===== src/verilog/bcu_pkg.sv =====
// Shared types and constants for the branch condition unit.
package bcu_pkg;

  localparam int BCU_WORD_W = 16;
  localparam int BCU_SEL_W = 3;
  localparam int BCU_VEC_W = 6;

  // The register's sign bit is our bit 15; its odd bit is our bit 0.
  localparam int BCU_SIGN_BIT = 15;
  localparam int BCU_ODD_BIT = 0;

  localparam logic [BCU_WORD_W-1:0] BCU_ZERO = 16'h0000;
  localparam logic [BCU_WORD_W-1:0] BCU_ONE = 16'h0001;
  localparam logic [BCU_WORD_W-1:0] BCU_ALL_ONES = 16'hffff;
  localparam logic [BCU_WORD_W-1:0] BCU_LOW_MASK = 16'h7fff;

  localparam logic [BCU_VEC_W-1:0] BCU_VEC_NONE = 6'h00;
  localparam logic [BCU_VEC_W-1:0] BCU_VEC_JUMP_TRACE = 6'h02;
  localparam logic [BCU_VEC_W-1:0] BCU_VEC_BREAKPOINT = 6'h02;

  typedef enum logic [4:0] {
    bcu_branch_reg_zero = 5'h00,
    bcu_branch_greater = 5'h01,
    bcu_branch_greater_equal = 5'h02,
    bcu_branch_reg_nonnegative = 5'h03,
    bcu_branch_reg_positive = 5'h04,
    bcu_increment_and_branch = 5'h05,
    bcu_decrement_and_branch = 5'h06,
    bcu_branch_io_false = 5'h07,
    bcu_branch_io_true = 5'h08,
    bcu_branch_less = 5'h09,
    bcu_branch_reg_nonpositive = 5'h0a,
    bcu_branch_not_equal = 5'h0b,
    bcu_branch_reg_nonzero = 5'h0c,
    bcu_branch_no_overflow = 5'h0d,
    bcu_branch_overflow = 5'h0e,
    bcu_branch_reg_odd = 5'h0f,
    bcu_breakpoint_trap = 5'h10
  } bcu_op_t;

  typedef enum logic [1:0] {
    bcu_st_idle = 2'b00,
    bcu_st_eval = 2'b01,
    bcu_st_resp = 2'b10
  } bcu_state_t;

  typedef struct packed {
    logic greater;
    logic less;
    logic io;
    logic overflow_flag;
  } bcu_ind_t;

  typedef struct packed {
    logic taken;
    logic trap;
    logic next_seq;
    logic bad_op;
    logic [BCU_VEC_W-1:0] vector;
  } bcu_result_t;

endpackage


===== src/verilog/bcu_cond_eval.sv =====
// Registered condition evaluator for the branch condition unit.
`timescale 1ns/1ps
`default_nettype none
module bcu_cond_eval (
  input wire logic i_mclk,
  input wire logic i_resetn,
  input wire logic i_ce,
  input wire logic i_load,
  input wire bcu_pkg::bcu_op_t i_op,
  input wire logic [bcu_pkg::BCU_WORD_W-1:0] i_value,
  input wire bcu_pkg::bcu_ind_t i_ind,
  output logic o_cond,
  output logic [bcu_pkg::BCU_WORD_W-1:0] o_data,
  output logic o_wb,
  output logic o_bad
);

  logic next_cond;
  logic [bcu_pkg::BCU_WORD_W-1:0] next_data;
  logic next_wb;
  logic next_bad;

  // Returns one when every bit of the word is clear.
  function automatic logic is_zero(input logic [bcu_pkg::BCU_WORD_W-1:0] v);
    return v == bcu_pkg::BCU_ZERO;
  endfunction

  ////////////////////////////////////////////////////////////////////////////////
  // Condition decode.
  always_comb begin
    next_cond = 1'b0;
    next_data = i_value;
    next_wb = 1'b0;
    next_bad = 1'b0;
    case (i_op)
      bcu_pkg::bcu_branch_reg_zero: next_cond = is_zero(i_value);
      bcu_pkg::bcu_branch_greater: next_cond = i_ind.greater;
      bcu_pkg::bcu_branch_greater_equal: next_cond = !i_ind.less;
      bcu_pkg::bcu_branch_reg_nonnegative: next_cond = !i_value[bcu_pkg::BCU_SIGN_BIT];
      bcu_pkg::bcu_branch_reg_positive: begin
        next_cond = !i_value[bcu_pkg::BCU_SIGN_BIT] && !is_zero(i_value & bcu_pkg::BCU_LOW_MASK);
      end
      bcu_pkg::bcu_increment_and_branch: begin
        next_data = i_value + bcu_pkg::BCU_ONE;
        next_wb = 1'b1;
        next_cond = !is_zero(next_data);
      end
      bcu_pkg::bcu_decrement_and_branch: begin
        next_data = i_value - bcu_pkg::BCU_ONE;
        next_wb = 1'b1;
        next_cond = next_data != bcu_pkg::BCU_ALL_ONES;
      end
      bcu_pkg::bcu_branch_io_false: next_cond = !i_ind.io;
      bcu_pkg::bcu_branch_io_true: next_cond = i_ind.io;
      bcu_pkg::bcu_branch_less: next_cond = i_ind.less;
      bcu_pkg::bcu_branch_reg_nonpositive: begin
        next_cond = i_value[bcu_pkg::BCU_SIGN_BIT] || is_zero(i_value);
      end
      bcu_pkg::bcu_branch_not_equal: next_cond = i_ind.greater || i_ind.less;
      bcu_pkg::bcu_branch_reg_nonzero: next_cond = !is_zero(i_value);
      bcu_pkg::bcu_branch_no_overflow: next_cond = !i_ind.overflow_flag;
      bcu_pkg::bcu_branch_overflow: next_cond = i_ind.overflow_flag;
      bcu_pkg::bcu_branch_reg_odd: next_cond = i_value[bcu_pkg::BCU_ODD_BIT];
      bcu_pkg::bcu_breakpoint_trap: next_cond = 1'b0;
      default: next_bad = 1'b1;
    endcase
  end

  ////////////////////////////////////////////////////////////////////////////////
  // Result register.
  always_ff @(posedge i_mclk or negedge i_resetn) begin
    if (!i_resetn) begin
      o_cond <= 1'b0;
      o_data <= bcu_pkg::BCU_ZERO;
      o_wb <= 1'b0;
      o_bad <= 1'b0;
    end else if (i_ce && i_load) begin
      o_cond <= next_cond;
      o_data <= next_data;
      o_wb <= next_wb;
      o_bad <= next_bad;
    end
  end

endmodule
`default_nettype wire


===== src/verilog/bcu_top.sv =====
// Branch condition unit: takes a branch request, decides branch, trap or fall through.
`timescale 1ns/1ps
`default_nettype none
module bcu_top (
  input wire logic i_mclk,
  input wire logic i_resetn,
  input wire logic i_ce,
  input wire logic i_req,
  input wire bcu_pkg::bcu_op_t i_op,
  input wire logic [bcu_pkg::BCU_SEL_W-1:0] i_reg_sel,
  input wire logic [bcu_pkg::BCU_WORD_W-1:0] i_reg_value,
  input wire bcu_pkg::bcu_ind_t i_ind,
  input wire logic i_jump_trace,
  output logic o_busy,
  output logic o_done,
  output logic o_cond_met,
  output bcu_pkg::bcu_result_t o_result,
  output logic o_wb_en,
  output logic [bcu_pkg::BCU_SEL_W-1:0] o_wb_sel,
  output logic [bcu_pkg::BCU_WORD_W-1:0] o_wb_data
);

  bcu_pkg::bcu_state_t state;
  bcu_pkg::bcu_op_t cap_op;
  logic [bcu_pkg::BCU_SEL_W-1:0] cap_sel;
  logic [bcu_pkg::BCU_WORD_W-1:0] cap_value;
  bcu_pkg::bcu_ind_t cap_ind;
  logic cap_jt;
  logic accept;
  logic ev_cond;
  logic [bcu_pkg::BCU_WORD_W-1:0] ev_data;
  logic ev_wb;
  logic ev_bad;
  bcu_pkg::bcu_result_t next_result;

  assign accept = i_req && (state == bcu_pkg::bcu_st_idle);

  ////////////////////////////////////////////////////////////////////////////////
  // Sequencer: idle, evaluate, respond.
  always_ff @(posedge i_mclk or negedge i_resetn) begin
    if (!i_resetn) begin
      state <= bcu_pkg::bcu_st_idle;
    end else if (i_ce) begin
      case (state)
        bcu_pkg::bcu_st_idle: begin
          if (i_req) begin
            state <= bcu_pkg::bcu_st_eval;
          end
        end
        bcu_pkg::bcu_st_eval: state <= bcu_pkg::bcu_st_resp;
        bcu_pkg::bcu_st_resp: state <= bcu_pkg::bcu_st_idle;
        default: state <= bcu_pkg::bcu_st_idle;
      endcase
    end
  end

  always_ff @(posedge i_mclk or negedge i_resetn) begin
    if (!i_resetn) begin
      o_busy <= 1'b0;
    end else if (i_ce) begin
      if (accept) begin
        o_busy <= 1'b1;
      end else if (state == bcu_pkg::bcu_st_resp) begin
        o_busy <= 1'b0;
      end
    end
  end

  ////////////////////////////////////////////////////////////////////////////////
  // Operand capture; the indicators are a read-only snapshot.
  always_ff @(posedge i_mclk or negedge i_resetn) begin
    if (!i_resetn) begin
      cap_op <= bcu_pkg::bcu_branch_reg_zero;
      cap_sel <= '0;
      cap_value <= bcu_pkg::BCU_ZERO;
      cap_ind <= '0;
      cap_jt <= 1'b0;
    end else if (i_ce && accept) begin
      cap_op <= i_op;
      cap_sel <= i_reg_sel;
      cap_value <= i_reg_value;
      cap_ind <= i_ind;
      cap_jt <= i_jump_trace;
    end
  end

  bcu_cond_eval u_eval (
    .i_mclk(i_mclk),
    .i_resetn(i_resetn),
    .i_ce(i_ce),
    .i_load(state == bcu_pkg::bcu_st_eval),
    .i_op(cap_op),
    .i_value(cap_value),
    .i_ind(cap_ind),
    .o_cond(ev_cond),
    .o_data(ev_data),
    .o_wb(ev_wb),
    .o_bad(ev_bad)
  );

  ////////////////////////////////////////////////////////////////////////////////
  // Outcome selection: breakpoint, bad code, trace trap, taken or fall through.
  always_comb begin
    next_result = '0;
    next_result.vector = bcu_pkg::BCU_VEC_NONE;
    if (cap_op == bcu_pkg::bcu_breakpoint_trap) begin
      next_result.trap = 1'b1;
      next_result.vector = bcu_pkg::BCU_VEC_BREAKPOINT;
    end else if (ev_bad) begin
      next_result.bad_op = 1'b1;
      next_result.next_seq = 1'b1;
    end else if (ev_cond && cap_jt) begin
      next_result.trap = 1'b1;
      next_result.vector = bcu_pkg::BCU_VEC_JUMP_TRACE;
    end else if (ev_cond) begin
      next_result.taken = 1'b1;
    end else begin
      next_result.next_seq = 1'b1;
    end
  end

  always_ff @(posedge i_mclk or negedge i_resetn) begin
    if (!i_resetn) begin
      o_result <= '0;
      o_cond_met <= 1'b0;
    end else if (i_ce && state == bcu_pkg::bcu_st_resp) begin
      o_result <= next_result;
      o_cond_met <= ev_cond;
    end
  end

  always_ff @(posedge i_mclk or negedge i_resetn) begin
    if (!i_resetn) begin
      o_done <= 1'b0;
    end else if (i_ce) begin
      o_done <= (state == bcu_pkg::bcu_st_resp);
    end
  end

  ////////////////////////////////////////////////////////////////////////////////
  // Register write-back for increment and decrement, also when a trace trap follows.
  always_ff @(posedge i_mclk or negedge i_resetn) begin
    if (!i_resetn) begin
      o_wb_en <= 1'b0;
      o_wb_sel <= '0;
      o_wb_data <= bcu_pkg::BCU_ZERO;
    end else if (i_ce) begin
      o_wb_en <= (state == bcu_pkg::bcu_st_resp) && ev_wb;
      if (state == bcu_pkg::bcu_st_resp && ev_wb) begin
        o_wb_sel <= cap_sel;
        o_wb_data <= ev_data;
      end
    end
  end
endmodule
`default_nettype wire

===== config.mk =====
export PLATFORM = sky130hd
export DESIGN_NAME = bcu_top
export DESIGN_NICKNAME = d
export VERILOG_FILES = /design/src/verilog/bcu_pkg.sv /design/src/verilog/bcu_cond_eval.sv /design/src/verilog/bcu_top.sv
export SDC_FILE = /design/constraint.sdc
export NUM_CORES = 1
export LEC_CHECK = 0
export ABC_AREA = 1
export BUFFER_PORTS_ARGS = -buffer_cell sky130_fd_sc_hd__buf_2
export CAP_MARGIN = 20
export CORE_UTILIZATION = 40
export DETAILED_ROUTE_END_ITERATION = 8
export GPL_TIMING_DRIVEN = 0
export PLACE_DENSITY = 0.7
export SLEW_MARGIN = 20
export SYNTH_ARGS = -nofsm -noshare
export SYNTH_HDL_FRONTEND = slang
export SYNTH_SLANG_ARGS = --single-unit

===== constraint.sdc =====
create_clock -name i_mclk -period 1.85 [get_ports i_mclk]
set_clock_uncertainty 0.05 [all_clocks]
set_input_delay 0.0925 -clock i_mclk [delete_from_list [all_inputs] [get_ports i_mclk]]
set_output_delay 0.0925 -clock i_mclk [all_outputs]
set_load 0.02 [all_outputs]

; Word-level counts from Yosys, hierarchy flattened
; Index checks and enable logic that the tools add are counted.
[op_classes]
add_sub_neg = 2
eq_ne = 20
muxes = 22
reduce_logical = 27
[ops]
columns = cell, n
row1 = $logic_not A16 Y1, 3
row2 = $eq A5 B4 Y1 const B, 8
row3 = $pmux W16 S2, 1
row4 = $eq A5 B3 Y1 const B, 4
row5 = $reduce_or A17 Y1, 1
row6 = $add A16 B1 Y16 const B, 1
row7 = $ne A16 B16 Y1 const B, 1
row8 = $pmux W1 S16, 1
row9 = $sub A16 B1 Y16 const B, 1
row10 = $mux W1, 13
row11 = $mux W2, 6
row12 = $eq A5 B2 Y1 const B, 2
row13 = $logic_and A1 B1 Y1, 7
row14 = $logic_not A1 Y1, 7
row15 = $reduce_and A2 Y1, 3
row16 = $eq A5 B1 Y1 const B, 1
row17 = $eq A5 B5 Y1 const B, 1
row18 = $logic_not A5 Y1, 1
row19 = $pmux W2 S2, 1
row20 = $eq A2 B1 Y1 const B, 1
row21 = $eq A2 B2 Y1 const B, 1
row22 = $logic_not A2 Y1, 1
row23 = $logic_or A1 B1 Y1, 2
row24 = $ne A2 B2 Y1 const B, 1
row25 = other kinds (2), 2
[word_totals]
out_inout_bits = 33
register_bits = 83
elab_cells = 95
inputBits = 33

; Longest topological paths before layout
[depth]
depth_word = 4
depth_mapped = 15
mapped_depth_nobuf = 14

; Modules after synthesis
; A second synthesis with hierarchy kept.
[hier_totals]
cells_unflattened = 638
hier_area_um2 = 4516.8
[modules_own_cells]
columns = mod, n_inst, area_per_inst_um2, seq_area_each_um2, cells_per_inst
row1 = bcu_top, 1, 2371.0, 1451.4, 260
row2 = bcu_cond_eval, 1, 2145.8, 475.5, 378

; Least setup slack after synthesis
; OpenSTA, ideal clock, no wires.
[synth_path]
path_type = reg-to-reg
from = register cap_value[0] (netlist name)
to = register u_eval.o_cond
n_path_buf = 0
path_stages_with_launch = 13
path_slack_ns = 0.084
setup_ns = 0.116
t_arrival_ns = 1.600
period_less_slack_ns = 1.766
t_required_ns = 1.684
cell_sequence = dfrtp_1 inv_1 ha_1 nand2_2 nor2_4 nand2_1 xor2_1 nor2_1 nand3_1 nand2_1 nand3_1 nand2_1 nand2_1
[synth_between]
elab_chain_cells = 4
word_cells_on_any_way = 12
cone_classes = 2 x add/sub / 1 x eq/ne / 1 x mux / 8 x reduce/logical
[synth_lines]
columns = item, line_no
row1 = start: declaration, bcu_top.sv:26  ; logic [bcu_pkg::BCU_WORD_W-1:0] cap_value;
row2 = start signal: assignment, bcu_top.sv:75  ; cap_value <= bcu_pkg::BCU_ZERO;
row3 = start signal: assignment, bcu_top.sv:81  ; cap_value <= i_reg_value;
row4 = $add A16 B1 Y16 / $logic_not A16 Y1 (equally long branches), "bcu_cond_eval.sv:44, bcu_cond_eval.sv:25"
row5 = $logic_not A16 Y1 / $logic_not A1 Y1 (equally long branches), "bcu_cond_eval.sv:25, bcu_cond_eval.sv:41"
row6 = $logic_not A1 Y1 / $logic_and A1 B1 Y1 (equally long branches), "bcu_cond_eval.sv:46, bcu_cond_eval.sv:41"
row7 = $pmux W1 S16 *, bcu_cond_eval.sv:35  ; case (i_op)
row8 = end signal: assignment, bcu_cond_eval.sv:78  ; o_cond <= next_cond;
row9 = end: declaration, bcu_cond_eval.sv:12  ; output logic o_cond,
; Every way passes the cells marked *; elsewhere a longest branch is shown, timed or not.
; A chain may end at the register's enable or synchronous reset.

; Worst setup path in the final report
; Same ends and word-level chain as after synthesis.

==> flow_summary.ini <==
[outcome]
outcome = complete, but fails checks
violations = negative setup slack

[synth]
synthDistinctLibCells = 36
netlist_area_sq_mm = 0.00428
yosys-top-cells-area = dfrtp_1 45%, nand2_1 11%, nor2_1 6.8%
netlist_instances = 551
synth_area_leader_cell = dfrtp_1
synth.most_common_cell = nand2_1
synth_flop_cell = dfrtp_1
async_reset_ff_share_pct = 100
yosysWarnings = 0
synth_commonest_cells = 130 x nand2_1, 77 x dfrtp_1, 77 x nor2_1, 59 x inv_1, 36 x o21ai_0
avgSynthCellArea_sq_um = 7.76
synth-seq-cells = 77
seq_area_frac_synth_pct = 45.1
synth-edff-count = 0
netlist.area_leader.share_pct = 45.1

[floorplanning]
io-pin-count = 66
die_area_sq_mm = 0.0111
core_sq_mm = 0.0103
start_util_pct = 41.4
dieHeight_um = 105
dieWidth_um = 105
core.rowCount = 37

[placement]
place_congestion = 0.898
post-dp-hpwl_mm = 8.17
postPlaceCellArea_sq_mm = 0.00478
dp_cells = 752
portBuffers = 60
pre_cts_ws_ns = -0.334

[layout]
n_antenna_cell = 0
instances_no_fill = 811
final_nets = 706
drive_gt1_share_pct = 26.5
syn2layout_area_growth_pct = 30.3
fin_area_sq_mm = 0.00557

[route]
post_drt_via_cell_ratio = 4.97
wire_per_inst_um = 13.8
first_iter_violations = 241
antenna_left = 0
wl_mm = 11.2
vias = 4030
drc = 0
dr.pass1.iters = 5

[clocking]
clock_path_buffers = 2
cts_tree = yes
clock_latency_ns = 0.36
root_buffer = clkbuf_8
clock-sinks = 77
path_clk_slew_ns = 0.09
htreeDepth = 3
cts-buffers-inserted = 9

[setup_path]
critPathRequiredTime_ns = 2.04
cp-start-kind = register
path_class = reg2reg
cp.arrival_ns = 2.12
path_max_fanout = 7
end_kind = register

[sta]
tightest_slew_ns = 0.526
setup_viol_count_final = 1
period_share_pct = 104
maxSlewViolCount = 0
rsz0062_at_grt = true
fin_ws_ns = -0.0726
fin_crit_ns = 1.92
hold_viol_final = 0
max_slew_margin_pct = 64.9
max_freq_ghz = 0.520

[power]
switchingPower_w = 0.00287
power_leakage_nw = 2.74
clkPwrFrac_pct = 20.9
swShare_pct = 41.2
p_seq_share_pct = 38.4
peakVddDrop_mv = 0.488
pwr_density_cell_mw_per_mm2 = 1250
internal_power_w = 0.00409
pwr-share-comb_pct = 40.7

[global_routing]
antenna_found_initial = 0
grt_max_degree = 41
overflow = 0
grt_pass1_wl_mm = 18.2
grt_usage_pct = 20.7
grt_pass1_vias = 3723

[min_path]
min-delay-path-class = in2async

[flow_run]
cap_violations = 0
logic make-up (layout without fill, tap and decap cells):
family / Yosys count / in the layout / share of synthesized area [%]
AND/OR/NAND/NOR: 264 / 264 / 26.6
AO/OA/AOI/OAI: 96 / 96 / 12.6
buffers and inverters: 87 / 207 / 9.10
flip-flops: 77 / 77 / 45.1
multiplexers: 17 / 17 / 4.48
XOR/XNOR: 6 / 6 / 1.23
adder cells (fa/ha/maj): 3 / 3 / 0.878
other: 1 / 5 / 0.0877
registers in the layout, summed over array words and instances, names as in the netlist, 3 cells and up:
name and cells:
cap_op 5, o_result 4, o_wb_data 16, cap_value 16, cap_sel 3, o_wb_sel 3, u_eval.o_data 16, cap_ind 4
worst max-delay path, cell delays in order, from the launching register on:
cell     delay (ns)
dfrtp_2        0.47
inv_4          0.09
ha_4           0.15
nand2_4        0.06
nor2_4         0.22
nand3_1        0.10
nand2_1        0.12
nand3_1        0.07
nor2_1         0.10
nand3_1        0.08
nand2_1        0.07
nand3_1        0.08
nand2_1        0.09
nand2_1        0.06
final timing paths:
check	from	end	slack (ns)	cells past startpoint
setup / recovery	cap_value[0]	u_eval.o_cond	-0.07	13
hold / removal	i_resetn	o_wb_sel[2]	0.18	2
setup reg to reg	cap_value[0]	u_eval.o_cond	-0.07	13
hold reg to reg	o_wb_data[1]	o_wb_data[1]	0.43	2
max in group asynchronous	i_resetn	cap_op[0]	0.98	3
min in group i_mclk	i_req	cap_sel[1]	0.25	3
per-layer routing:
layer	up-vias	wire (um)	global-route usage, %
li1	2011	-	-
met1	1898	5410	28.9
met2	109	5170	33.2
met3	12	457	3.15
met4	0	124	5.94
met5	-	0	0
area by class of cell:
class / instances / area (sq um)
Multi-Input combinational cell: 391 / 2120
Sequential cell: 77 / 1930
Inverter: 62 / 238
Clock buffer: 10 / 128
Fill cell: 983 / 4750
Buffer: 25 / 164
Tap cell: 136 / 170
Timing Repair Buffer: 104 / 732
Clock inverter: 6 / 96.3
timing repair:
action	in CTS	in global routing
endpoints found under the hold margin	70	0
hold buffers	33	0
pin swaps	9	16
setup buffers	9	1
resized for setup	16	37
setup endpoints to repair	15	37
placed cells by master (no fill, tap or decap), types with 5 or more instances in the layout:
cell type / synthesis / layout
buf_2: 5 / 64
nand2_1: 130 / 121
buf_4: 11 / 20
dfrtp_1: 77 / 74
nand3_1: 29 / 25
nand4_1: 6 / 6
nor2_4: 5 / 10
nor2_2: 4 / 8
o22ai_1: 9 / 9
conb_1: 1 / 5
inv_1: 59 / 56
dlygate4sd3_1: 0 / 33
nand2_2: 6 / 14
mux2_2: 17 / 17
o21ai_1: 3 / 5
nand3_2: 4 / 7
nor2_1: 77 / 68
o21ai_0: 36 / 34
clkbuf_1: 7 / 5
clkbuf_8: 0 / 9
a21oi_1: 34 / 34
power by group through the flow:
stage | clock (W) | sequential, W | combinational, W
CTS | 0.00148 | 0.00265 | 0.00272
floorplan | 0 | 0.00284 | 0.00159
finish | 0.00145 | 0.00267 | 0.00283
detailed placement | 0 | 0.00268 | 0.00253
global route | 0.00155 | 0.00276 | 0.00313
global placement | 0 | 0.00265 | 0.00248
through the flow:
step                util [%]  hold WS (ns)  TNS, ns  total power (W)
finish                  54.0         0.180  -0.0726          0.00696
global placement        46.1         0.250   -0.729          0.00514
detailed placement      46.3        0.0305   -0.962          0.00521
floorplan                  -        -0.253        0          0.00443
CTS                     52.8         0.184  -0.0157          0.00685
global route            54.0         0.222   -0.343          0.00743
(Power assumes the default switching activity.)
